`src/logic/ras_pkg.sv`:
```
// constants shared by the return address stack block
package ras_pkg;
  // stack geometry
  localparam int         PC_W      = 10;       // program counter width
  localparam int         ENTRIES   = 4;        // stack depth
  localparam int         SP_W      = 2;        // pointer width
  localparam int         HI_W      = 2;        // saved upper counter bits
  localparam int         LO_W      = 8;        // saved lower counter bits
  localparam int         GIE_BIT   = 7;        // interrupt enable position
  // register indexes, byte address is four times the index
  localparam logic [7:0] IDX_PTR   = 8'hDF;    // pointer and enable
  localparam logic [7:0] IDX_ENT0  = 8'hF0;    // entry 0 low, then high, ...
  localparam logic [7:0] IDX_ENTN  = 8'hF7;    // entry 3 high
  localparam int         APB_AW    = 12;       // apb address width
  // reset values
  localparam logic [1:0] SP_RST    = 2'h3;     // empty stack pointer
  localparam logic [9:0] PC_RST    = 10'h000;  // program start
  // defaults of the module parameters
  localparam int         DIV_DEF   = 4;        // core clocks per instruction
  localparam logic [9:0] IRQ_VEC_DEF = 10'h008;  // interrupt entry address
  localparam logic [7:0] BANK0     = 8'h00;    // direct access bank
  // entry used by a pointer value
  function automatic logic [1:0] entryOf(input logic [1:0] p);
    return 2'(2'h2 - p);
  endfunction
endpackage

```
`src/logic/return_address_stack.sv`:
```
// return address stack, program counter and data addressing with apb registers
`timescale 1ns/1ns
`default_nettype none
// Operation
// - four stack entries hold saved counters
// - stack pointer is two bits wide
// - entry keeps counter upper two, lower eight
// - push decrements pointer, pop increments it
// - push counter on call and interrupt entry
// - pops return values in last-in first-out order
// - enable bit seven resets zero, pointer resets ones
// - pointer level to entry mapping as tabled
// - returns load popped value into counter
// - pointer and entries readable writable, entries reset zero
// - direct mode moves memory and accumulator
// - indirect address is bank and location
// - ten bit counter resets to zero
module return_address_stack #(
  parameter int         CYC_DIV = ras_pkg::DIV_DEF,
  parameter logic [9:0] IRQ_VEC = ras_pkg::IRQ_VEC_DEF
)(
  // clock and reset
  input  wire logic                       core_clk,
  input  wire logic                       rstn,
  // apb slave
  input  wire logic [ras_pkg::APB_AW-1:0] paddr,
  input  wire logic                       psel,
  input  wire logic                       penable,
  input  wire logic                       pwrite,
  input  wire logic [31:0]                pwdata,
  output logic      [31:0]                prdata,
  output logic                            pready,
  output logic                            pslverr,
  // sequencer requests, sampled at instrTick
  output logic                            instrTick,
  input  wire logic                       irqEntry,
  input  wire logic                       callEn,
  input  wire logic [9:0]                 callTarget,
  input  wire logic                       retEn,
  input  wire logic                       retiEn,
  input  wire logic                       jumpEn,
  input  wire logic [9:0]                 jumpTarget,
  output logic      [9:0]                 programCounter,
  output logic                            globalIrqEnable,
  // accumulator and data memory
  input  wire logic                       accLoad,
  input  wire logic [7:0]                 accValue,
  input  wire logic                       memDirect,
  input  wire logic                       memIndirect,
  input  wire logic                       memToMem,
  input  wire logic [7:0]                 directAddr,
  input  wire logic [7:0]                 bankPtr,
  input  wire logic [7:0]                 locPtr,
  input  wire logic [7:0]                 memRdata,
  output logic      [15:0]                dmAddr,
  output logic                            dmWe,
  output logic                            dmRe,
  output logic      [7:0]                 dmWdata,
  output logic      [7:0]                 accumulator
);

  // whole block state
  typedef struct packed {
    logic [1:0]       sp;       // stack pointer
    logic             global_irq_enable;      // global interrupt enable
    logic [3:0][1:0]  hi;       // saved upper counter bits
    logic [3:0][7:0]  lo;       // saved lower counter bits
    logic [9:0]       pc;       // program counter
    logic [7:0]       acc;      // accumulator
    logic [7:0]       div;      // instruction cycle divider
    logic [31:0]      rdata;    // apb read data
    logic [15:0]      dmAddr;   // data memory address
    logic             dmWe;     // memory write pulse
    logic             dmRe;     // memory read pulse
    logic [7:0]       dmWdata;  // memory write data
    logic             accPend;  // read result due next tick
  } st_t;

  st_t s_r;       // registered state
  st_t s_nxt;     // next state

  // is the byte address one of ours
  function automatic logic mapped(input logic [ras_pkg::APB_AW-1:0] a);
    logic [7:0] i;
    i = a[9:2];
    return (a[11:10] == 2'h0) && (a[1:0] == 2'h0) &&
           ((i == ras_pkg::IDX_PTR) || ((i >= ras_pkg::IDX_ENT0) && (i <= ras_pkg::IDX_ENTN)));
  endfunction

  // read value of a mapped register, zero elsewhere
  function automatic logic [31:0] regRead(input logic [ras_pkg::APB_AW-1:0] a, input st_t s);
    logic [7:0] i;
    logic [2:0] o;
    i = a[9:2];
    o = 3'(i - ras_pkg::IDX_ENT0);
    if (!mapped(a))
      return 32'h0;
    if (i == ras_pkg::IDX_PTR)
      return {24'h0, s.global_irq_enable, 5'h0, s.sp};
    if (o[0])
      return {30'h0, s.hi[o[2:1]]};
    return {24'h0, s.lo[o[2:1]]};
  endfunction

  // decoded apb access
  logic [7:0] idx;        // register index
  logic [2:0] entOff;     // offset inside entry block
  logic       apbWr;      // write takes effect this edge
  assign idx    = paddr[9:2];
  assign entOff = 3'(idx - ras_pkg::IDX_ENT0);
  assign apbWr  = psel && penable && pwrite && mapped(paddr);

  // instruction cycle enable, one core clock long
  assign instrTick = (s_r.div == 8'(CYC_DIV - 1));

  // stack request decode, interrupt entry outranks call
  logic       pushEn;     // save counter this tick
  logic       popEn;      // restore counter this tick
  logic [9:0] pushVal;    // value saved
  logic [1:0] spDn;       // pointer after push
  logic [9:0] topVal;     // entry now at the top, shared with the checks
  assign pushEn  = irqEntry || callEn;
  assign popEn   = !pushEn && (retEn || retiEn);
  assign pushVal = irqEntry ? s_r.pc : 10'(s_r.pc + 10'h001);
  assign spDn    = 2'(s_r.sp - 2'h1);
  // one mux for the top entry, so pop logic and checks cannot drift apart
  assign topVal  = {s_r.hi[ras_pkg::entryOf(s_r.sp)], s_r.lo[ras_pkg::entryOf(s_r.sp)]};

  // next state
  always_comb
  begin
    s_nxt      = s_r;
    s_nxt.dmWe = 1'b0;
    s_nxt.dmRe = 1'b0;
    s_nxt.div  = instrTick ? 8'h00 : 8'(s_r.div + 8'h01);
    // read data is captured in the setup phase and stands through access
    if (psel && !penable)
      s_nxt.rdata = regRead(paddr, s_r);
    // software write; a stack operation in the same edge wins below
    if (apbWr)
    begin
      if (idx == ras_pkg::IDX_PTR)
      begin
        s_nxt.global_irq_enable = pwdata[ras_pkg::GIE_BIT];
        s_nxt.sp  = pwdata[ras_pkg::SP_W-1:0];
      end
      else if (entOff[0])
        s_nxt.hi[entOff[2:1]] = pwdata[ras_pkg::HI_W-1:0];
      else
        s_nxt.lo[entOff[2:1]] = pwdata[ras_pkg::LO_W-1:0];
    end
    // all core work happens once per instruction cycle
    if (instrTick)
    begin
      // finish a pending memory read
      if (s_r.accPend)
      begin
        s_nxt.acc     = memRdata;
        s_nxt.accPend = 1'b0;
      end
      // sequencer load overrides the read result
      if (accLoad)
        s_nxt.acc = accValue;
      if (pushEn)
      begin
        // move to the new top, then save there; a fifth push just wraps
        s_nxt.sp                             = spDn;
        s_nxt.hi[ras_pkg::entryOf(spDn)]     = pushVal[9:8];
        s_nxt.lo[ras_pkg::entryOf(spDn)]     = pushVal[7:0];
        s_nxt.pc                             = irqEntry ? IRQ_VEC : callTarget;
      end
      else if (popEn)
      begin
        // top entry back into the counter, last saved first out
        s_nxt.pc = topVal;
        s_nxt.sp = 2'(s_r.sp + 2'h1);
      end
      else if (jumpEn)
        s_nxt.pc = jumpTarget;
      else
        s_nxt.pc = 10'(s_r.pc + 10'h001);
      // data memory move
      if (memDirect || memIndirect)
      begin
        // direct is bank 0; indirect pairs bank and location
        s_nxt.dmAddr  = memDirect ? {ras_pkg::BANK0, directAddr} : {bankPtr, locPtr};
        s_nxt.dmWe    = memToMem;
        s_nxt.dmRe    = !memToMem;
        s_nxt.dmWdata = s_r.acc;
        s_nxt.accPend = !memToMem;
      end
    end
  end

  // reset loads constants only, so release cannot race a live value
  // state register; entries, enable and counter clear, pointer sets
  always_ff @(posedge core_clk or negedge rstn)
  begin
    if (!rstn)
    begin
      s_r    <= '0;
      s_r.sp <= ras_pkg::SP_RST;
    end
    else
      s_r <= s_nxt;
  end

  // outputs
  assign prdata          = s_r.rdata;
  assign pready          = psel && penable;
  assign pslverr         = psel && penable && !mapped(paddr);
  assign programCounter  = s_r.pc;
  assign globalIrqEnable = s_r.global_irq_enable;
  assign dmAddr          = s_r.dmAddr;
  assign dmWe            = s_r.dmWe;
  assign dmRe            = s_r.dmRe;
  assign dmWdata         = s_r.dmWdata;
  assign accumulator     = s_r.acc;
endmodule
`default_nettype wire

```
`config.mk`:
```
export PLATFORM = sky130hd
export DESIGN_NAME = return_address_stack
export DESIGN_NICKNAME = d
export VERILOG_FILES = /design/src/logic/ras_pkg.sv /design/src/logic/return_address_stack.sv
export SDC_FILE = /design/constraint.sdc
export NUM_CORES = 1
export LEC_CHECK = 0
export BUFFER_PORTS_ARGS = -buffer_cell sky130_fd_sc_hd__buf_4
export CORE_ASPECT_RATIO = 0.5
export CORE_MARGIN = 3
export CORE_UTILIZATION = 52
export CTS_CLUSTER_SIZE = 40
export DETAILED_ROUTE_END_ITERATION = 10
export PLACE_DENSITY = 0.84
export SLEW_MARGIN = 20
export SYNTH_ARGS = -nofsm -noshare
export SYNTH_HDL_FRONTEND = slang
export SYNTH_SLANG_ARGS = --single-unit
```
`constraint.sdc`:
```
create_clock -name core_clk -period 3.5 [get_ports core_clk]
set_input_delay 0.7 -clock core_clk [delete_from_list [all_inputs] [get_ports core_clk]]
set_output_delay 0.7 -clock core_clk [all_outputs]
set_load 0.02 [all_outputs]
```
## After elaboration in Yosys (flattened, before gate mapping)

Cells that the tools add are included.

- $add $sub $neg: 7
- Order comparisons: 7
- Equality and inequality tests: 2
- Multiplexer cells: 56
- Reduce and logical (&&, ||, !) cells: 25

Operators by type and width:

| cell | count |
|---|---|
| 32-bit two-way mux | 7 |
| 40-bit two-way mux | 2 |
| 32-bit bitwise mux | 2 |
| 8-bit two-way mux | 8 |
| 58-bit two-way mux | 1 |
| 10-bit two-way mux | 5 |
| 43-bit two-way mux | 1 |
| 8-bit binary-select mux with 2-bit select | 2 |
| 8-bit demux with 2-bit select | 2 |
| 11-bit two-way mux | 2 |
| 8-bit bitwise mux | 2 |
| 16-bit two-way mux | 1 |
| 2-bit two-way mux | 7 |
| 1-bit logical AND | 11 |
| 10-bit by 1-bit adder with 10-bit output, second input constant | 1 |
| 2-bit by 3-bit less-than comparator with 1-bit output, second input constant | 3 |
| 1-bit two-way mux | 9 |
| 8-bit by 1-bit adder with 8-bit output, second input constant | 1 |
| 2-bit binary-select mux with 2-bit select | 2 |
| 2-bit demux with 2-bit select | 2 |
| 8-bit by 2-bit == test with 1-bit output, second input constant | 1 |
| 8-bit == test, second input constant | 1 |
| 8-bit >= comparator, second input constant | 1 |
| 8-bit less-or-equal comparator, second input constant | 1 |
| 11 further kinds | 22 |

- Bits in registers: 128
- Logic and storage cells: 116

## Logic depth before layout (Yosys ltp)

Gate-level depths: netlist of run 1.

- Depth in word-level cells: 14
- Gate-level depth with buffers: 7

## Least setup slack after synthesis of run 1

OpenSTA, ideal clock, no wires.

- Path type: flip-flop to flip-flop
- Start: register s_r[126] (netlist name)
- End: register s_r (netlist bit programCounter[9])
- Setup time: 0.132 ns
- Data arrival time: 2.532 ns
- Slack: 0.836 ns
- Cell stages (with the launch flop): 8
- Buffers on the path: 2
- Clock period less this slack: 2.664 ns
- Path through: dfstp_2 -> buf_1 -> inv_1 -> ha_1 -> buf_2 -> mux4_2 -> a221oi_1 -> a21oi_1

- Word-level cells in the longest chain between the ends: 5

RTL lines:

| what | line | source |
|---|---|---|
| start, declared | return_address_stack.sv:79 | `st_t s_r;` |
| start signal, assigned | return_address_stack.sv:205 | `s_r <= s_nxt;` |
| 2-bit subtractor | ras_pkg.sv:24 | `return 2'(2'h2 - p);` |
| 2-bit binary-select mux with 2-bit select | return_address_stack.sv:127 | `assign topVal = {s_r.hi[ras_pkg::entryOf(s_r.sp)], s_r.lo[ras_pkg::entryOf(s_r.sp)]};` |
| 2-bit two-way mux (implied by the code) | return_address_stack.sv:127 |  |
| 10-bit two-way mux | return_address_stack.sv:172 | `else if (popEn)` |
| 10-bit two-way mux | return_address_stack.sv:164 | `if (pushEn)` |

No other way between the ends. The select of a mux whose other input is x is not followed.
A chain may end at the register's enable or synchronous reset.

## Worst setup path after layout of run 1

- Start: input port paddr[11] (netlist name)
- End: output port pslverr

- Word-level cells in the longest chain between the ends: 5

RTL lines:

| what | line | source |
|---|---|---|
| start, declared | return_address_stack.sv:26 | `input wire logic [ras_pkg::APB_AW-1:0] paddr,` |
| 2-bit zero test | return_address_stack.sv:86 | `return (a[11:10] == 2'h0) && (a[1:0] == 2'h0) &&` |
| 1-bit logical AND (2 in a row) | return_address_stack.sv:86 |  |
| 1-bit zero test | return_address_stack.sv:211 | `assign pslverr = psel && penable && !mapped(paddr);` |
| 1-bit logical AND | return_address_stack.sv:211 |  |
| end, declared | return_address_stack.sv:33 | `output logic pslverr,` |

No other way between the ends.

==> results of run 1 <==
metal layers:
layer	up-vias	GRT usage, %	wire length (um)
met5	-	0	0
met4	0	9.056	407
met3	37	5.766	1474
met2	274	40.35	8040
met1	2595	29.96	6558
li1	2392	-	-
sequential cells by signal (all words and copies together) (netlist names):
register / flops
dmWe: 1
s_r: 51
prdata: 8
dmAddr: 16
programCounter: 10
dmRe: 1
dmWdata: 8
globalIrqEnable: 1
accumulator: 8
cell families (layout without fill, tap and decap cells):
family                     after synthesis  after routing  synth area share, %
muxes                                   91             91                18.00
buffers and inverters                  125            190                11.76
AOI/OAI and AO/OA                      119            119                11.08
xor gates and xnor gates                20             20                2.716
and+or+nand+nor                        188            188                14.84
DFF                                    104            104                40.39
other                                    1             24              0.05814
adders and majority gates                6              6                1.164
Yosys cell counts (14+ instances only):
cell,instances
dfrtp_1,102
xnor2_1,16
o22ai_1,16
buf_4,75
mux4_2,17
a21oi_1,39
nand2_1,72
clkbuf_1,23
nor2_1,42
o21ai_0,25
mux2i_1,68
inv_1,14
worst max path at each step:
stage,startpoint,to,slack (ns),cells after the start
floorplan,s_r[126]$_DFF_PN1_,programCounter[9]$_DFFE_PN0P_,0.84,7
global placement,paddr[11],s_r[113]$_DFF_PN0_,0.73,6
detailed placement,paddr[11],s_r[112]$_DFF_PN0_,0.71,6
CTS,paddr[11],pslverr,0.75,5
global route,s_r[59]$_DFF_PN0_,instrTick,0.65,4
finish,paddr[11],pslverr,0.74,5
worst reg2reg max path, delay by kind of cell, from the launching register on:
family | cells | cell delay [ns]
AO/OA/AOI/OAI | 2 | 0.56
buffers and inverters | 1 | 0.08
adder cells (fa/ha/maj) | 1 | 0.65
flip-flops | 1 | 0.59
multiplexers | 1 | 0.63
through the flow:
step	utilization, %	total power, W	hold WS [ns]	std cells
final	62.99	0.004033	0.4508	907
after detailed placement	60.62	0.003073	0.4574	891
after CTS	62.99	0.004034	0.4731	907
after floorplan	-	0.002687	0.4044	677
after global placement	60.56	0.002999	0.4506	891
after global routing	62.99	0.004245	0.4910	907
area by class of cell:
cell class / count / share of cell area, %
clock buffer: 11 / 3.226
clock inverter: 5 / 0.5321
inverter: 16 / 0.7981
multi-input combinational: 448 / 42.32
sequential: 104 / 34.62
tap: 165 / 2.744
timing repair buffer: 158 / 15.76
report_power, final:
part,leakage (nW),switching [W],total (W),internal (W)
Sequential,1.31,0.000254,0.00175,0.00149
Clock,0.128,0.000456,0.000963,0.000506
Combinational,2.35,0.000648,0.00133,0.000678
Total,3.79,0.00136,0.00403,0.00268
cells in the final DEF, fill, tap and decap left out, types with 7 or more instances in the layout:
| cell | Yosys | layout |
|---|---|---|
| nor2_1 | 42 | 42 |
| a21oi_1 | 39 | 39 |
| nand2_1 | 72 | 72 |
| and3_1 | 7 | 7 |
| mux4_2 | 17 | 17 |
| mux2i_1 | 68 | 68 |
| nand3b_1 | 9 | 9 |
| o21ai_0 | 25 | 25 |
| xnor2_1 | 16 | 16 |
| buf_4 | 75 | 158 |
| inv_1 | 14 | 14 |
| dfrtp_1 | 102 | 102 |
| conb_1 | 1 | 24 |
| o22ai_1 | 16 | 16 |
| a31oi_1 | 8 | 8 |
| nand3_1 | 11 | 11 |
| clkbuf_16 | 0 | 9 |
==> impl_metrics.toml, run 1 <==
[clock_network]
clockRootBuffer = "clkbuf_16"
cts_hold_buf = 0
clk_path_buf_depth = 2
cts_made_buffers = 9
cts_resized = 0
h-tree-depth = 3
cts_tree = "done"
cts_setup_buffers = 0
clkSlewWorstSetupHoldPaths_ns = 0.07
insertion_delay_ns = 0.36
cts.sinks = 104

[synthesis]
synth-main-ff-cell = "dfrtp_1"
avgSynthCellArea_um2 = 9.862
async_reset_ff_share_pct = 100.0
synth.area.top_cells = "dfrtp_1 (40%), mux2i_1 (11%), buf_4 (8.7%)"
ys_warn_count = 0
yosysTopAreaCellShare_pct = 39.57
yosysSeqAreaShare_pct = 40.39
synth.distinct_cells = 59
synth_area_um2 = 6450
syn_inst = 654
synth_seq_cells = 104
synth_edf_count = 0
synth_top_area_cell = "dfrtp_1"

[setup_path]
crit_type = "in2out"
critPathMaxFanout = 6
start_kind = "input pin"
cp.required_ns = 2.80
cp_num_buf_inv = 3
reg2reg_to = "programCounter[9]$_DFFE_PN0P_"
critPathMaxStageDelay_ns = 0.65
r2r_start = "s_r[127]$_DFF_PN1_"
cp_common_cell = "buf_4"
cp-end-kind = "primary output"
crit_arrival_ns = 2.06
reg2regPathDepth = 5
r2r_slack_ns = 0.86
critical_path.top_delay_family = "simple AND/OR/NAND/NOR gates"
crit_chain = "buf_4 -> nor4_2 -> inv_2 -> o31a_1 -> buf_4"
crit_slowest_cell = "nor4_2"

[sta]
worst_pin_slew_ns = 0.8614
slew_violations = 0
hold_viol = 0
max_freq_mhz = 362.9
fin_tns_setup_ns = 0
maxSlewHeadroom_pct = 42.57
finalCritPeriodShare_pct = 78.74
grt_setup_unrepaired = "no"
min_period_ns = 2.756
setup_viol = 0
finalWorstSetupSlack_ns = 0.7442
fin_skew_ns = 0.008473

[layout]
fillers = 980
postLayoutCellArea_um2 = 7525
n_antenna_cell = 0
post_route_cells_drive_above_1_share_pct = 28.57
seq_area_um2 = 2605
fin_nets = 861
area_delta_synth_final_pct = 16.66
multi_input_area_um2 = 3184

[place]
dp_slack_ns = 0.7080
hpwl_um = 11970
portBuffers = 149
place_area_um2 = 7242
place_congestion = 0.8624

[global_route]
grt_overflow = 0
antenna_found_initial = 0
grt_max_degree = 68
grt_pass1_wl_um = 26160
grt_pass1_vias = 5164
gr-usage-all-layers_pct = 23.87

[hold_path]
hold_class = "in2async"

[floorplanning]
die_w_um = 163.5
fp.dieH_um = 84.75
die_area_um2 = 13860
fp.coreArea_um2 = 11950
ios = 198
fp-row-count = 28
initial_core_util_pct = 53.99

[pwr]
p_per_area_nw_per_um2 = 536.0
leakage_nw = 3.788
vdd_ir_drop_max_mv = 0.2633

[outcome]
status = "finished clean"

[flow_run]
maxCapViolCount = 0

[route]
drt_wl_total_um = 16480
ant_nets = 0
drc = 0
vias_per_cell = 5.841
drt-initial-drc-count = 610
via_count = 5298
wl_per_cell_um = 18.17
drtPass1Iterations = 5
(Power assumes the default switching activity.)
==> run 2: changes to the inputs <==
--- a/config.mk
+++ b/config.mk
@@ -5,10 +5,11 @@
 export SDC_FILE = /design/constraint.sdc
 export NUM_CORES = 1
 export LEC_CHECK = 0
+export ABC_AREA = 1
 export BUFFER_PORTS_ARGS = -buffer_cell sky130_fd_sc_hd__buf_4
 export CORE_ASPECT_RATIO = 0.5
 export CORE_MARGIN = 3
-export CORE_UTILIZATION = 52
+export CORE_UTILIZATION = 53
 export CTS_CLUSTER_SIZE = 40
 export DETAILED_ROUTE_END_ITERATION = 10
 export PLACE_DENSITY = 0.84
==> constraint.sdc (replaced) <==
create_clock -name core_clk -period 2.71 [get_ports core_clk]
set_input_delay 0.542 -clock core_clk [delete_from_list [all_inputs] [get_ports core_clk]]
set_output_delay 0.542 -clock core_clk [all_outputs]
set_load 0.02 [all_outputs]
==> run 2 against run 1 <==
First-iteration DRC count increased by 35%; sequential share of layout area down 2.8 points; sequential power rose by 25%; synthesized cell count up 56%.
==> impl_metrics.toml, run 2 <==
[setup_path]
path_depth = 10
critPathMaxStageDelay_ns = 0.43
cp_common_cell = "inv_1"
cp_num_buf_inv = 4
start_kind = "flop"
crit_chain = "ha_1 -> inv_1 -> nor4_2 -> nand2_2 -> inv_2 -> nand3_1 -> inv_1 -> nand2_1 -> nand2_1 -> inv_1"
cp-end-kind = "flop"
reg2regPathDepth = 10
crit_slowest_cell = "inv_1"
cp.required_ns = 2.96
crit_type = "reg2reg"
critPathMaxFanout = 20
critical_path.top_delay_family = "simple AND/OR/NAND/NOR gates"
crit_arrival_ns = 2.59

[layout]
area_delta_synth_final_pct = 16.56
largest_register_ffs = 51
post_route_cells_drive_above_1_share_pct = 18.52
fillers = 1123
layout_common_cells = "nand2_1 (309), buf_4 (169), inv_1 (128), dfrtp_1 (102), o21ai_0 (91)"
utilization_pct = 64.01
n_antenna_cell = 0
final_common_cell = "nand2_1"
regMostFlops = "s_r"
fin_nets = 1237

[route]
drt_wl_total_um = 20260
drt-initial-drc-count = 822
drc = 0
vias_per_cell = 5.496
via_count = 7079
ant_nets = 0
drtPass1Iterations = 6
wl_per_cell_um = 15.73

[sta]
slew_violations = 0
max_freq_mhz = 428.0
holdWs_ns = 0.1823
fin_tns_setup_ns = 0
setup_viol = 0
fin_skew_ns = 0.007691
finalCritPeriodShare_pct = 86.21
hold_viol = 0
maxSlewHeadroom_pct = 56.32
grt_setup_unrepaired = "no"
min_period_ns = 2.336
worst_pin_slew_ns = 0.6528
finalWorstSetupSlack_ns = 0.3737

[clock_network]
cts_hold_buf = 0
h-tree-depth = 3
clk_path_buf_depth = 2
cts_made_buffers = 9
clockRootBuffer = "clkbuf_16"
cts_resized = 0
clkSlewWorstSetupHoldPaths_ns = 0.08
cts_setup_buffers = 0
cts.sinks = 104
insertion_delay_ns = 0.35
cts_tree = "done"

[floorplanning]
initial_core_util_pct = 54.92
fp-row-count = 29
ios = 198
fp.coreArea_um2 = 12810
die_w_um = 168.9
die_area_um2 = 14770
fp.dieH_um = 87.46

[synthesis]
async_reset_ff_share_pct = 100.0
synthMostInstantiatedCell = "nand2_1"
synth_fa_ha_area_share_pct = 1.067
yosysTopAreaCellShare_pct = 36.29
syn_inst = 1018
yosysSeqAreaShare_pct = 37.03
synth_area_um2 = 7034
synth_seq_cells = 104
synth_compound_area_share_pct = 15.69
synth_edf_count = 0
synth-main-ff-cell = "dfrtp_1"
synth.distinct_cells = 41
synthTopCellsByCount = "nand2_1 (309), inv_1 (128), dfrtp_1 (102), o21ai_0 (91), buf_4 (80)"
ys_warn_count = 0
synth-simple-area-share_pct = 26.97
synth_top_area_cell = "dfrtp_1"
synth_top_family_by_area = "simple AND/OR/NAND/NOR gates"
avgSynthCellArea_um2 = 6.910
synth.area.top_cells = "dfrtp_1 (36%), nand2_1 (16%), buf_4 (8.5%)"
synth_xor_area_share_pct = 1.370
yosys-mux-area-fraction_pct = 0

[pwr]
p_switching_w = 0.002256
leakage_nw = 4.349
comb_power_share_pct = 38.1
sequentialPowerShare_pct = 38.8
switching_share_pct = 40.15
vdd_ir_drop_max_mv = 0.3111
p_int_w = 0.003364
pwr-share-clk_pct = 23.1
p_per_area_nw_per_um2 = 685.4

[place]
hpwl_um = 14860
place_congestion = 0.9787
dp_slack_ns = 0.3882
portBuffers = 149

[global_route]
gr-usage-all-layers_pct = 27.36
grt_pass1_wl_um = 32290
antenna_found_initial = 0
grt_pass1_vias = 6625
grt_overflow = 0
grt_max_degree = 51

[hold_path]
hold_class = "in2async"

[flow_run]
maxCapViolCount = 0

[outcome]
status = "finished clean"
[run 2: per-layer routing]
layer	GRT usage, %	share of wire, %
met5	0	0
met4	8.463	2.3
met3	8.296	13
met2	44.87	45
met1	35.22	40
[run 2: kinds of logic (layout without fill, tap and decap cells)]
kind of cell / Yosys count / in the layout
AOI/OAI and AO/OA: 192 / 192
xor gates and xnor gates: 11 / 11
adders and majority gates: 6 / 6
buffers and inverters: 248 / 325
DFF: 104 / 104
other: 1 / 24
and+or+nand+nor: 456 / 456
[run 2: metrics by stage]
step | total power (W) | instances | instance area (um^2)
4_1_cts | 0.005567 | 1288 | 8199
3_3_place_gp | 0.004175 | 1272 | 7906
2_1_floorplan | 0.003648 | 1041 | 7121
6_report | 0.005620 | 1288 | 8199
3_5_place_dp | 0.004261 | 1272 | 7906
5_1_grt | 0.005982 | 1288 | 8199
[run 2: final timing paths]
| check | to | startpoint | slack (ns) |
|---|---|---|---|
| setup reg to reg | s_r[97]$_DFF_PN0_ | s_r[59]$_DFF_PN0_ | 0.37 |
| min in group core_clk | dmRe$_DFF_PN0_ | memToMem | 0.36 |
| max in group asynchronous | s_r[126]$_DFF_PN1_ | rstn | 1.82 |
| setup / recovery | s_r[97]$_DFF_PN0_ | s_r[59]$_DFF_PN0_ | 0.37 |
| hold reg to reg | s_r[59]$_DFF_PN0_ | s_r[59]$_DFF_PN0_ | 0.47 |
| hold / removal | s_r[96]$_DFF_PN0_ | rstn | 0.18 |
[run 2: area by class of cell]
type,instances,area [um^2],area share [%]
Inverter,138,518.0,6.318
Sequential cell,104,2605,31.77
Clock buffer,10,239.0,2.915
Multi-Input combinational cell,689,3262,39.78
Timing Repair Buffer,171,1309,15.96
Clock inverter,6,53.80,0.6562
Tap cell,170,212.7,2.594
[run 2: power by group through the flow]
stage | registers [W] | logic [W] | clock network (W)
3_5_place_dp | 0.00219 | 0.00207 | 0
4_1_cts | 0.00217 | 0.00208 | 0.00132
5_1_grt | 0.00222 | 0.00238 | 0.00138
3_3_place_gp | 0.00218 | 0.00200 | 0
2_1_floorplan | 0.00213 | 0.00152 | 0
6_report | 0.00218 | 0.00214 | 0.00130
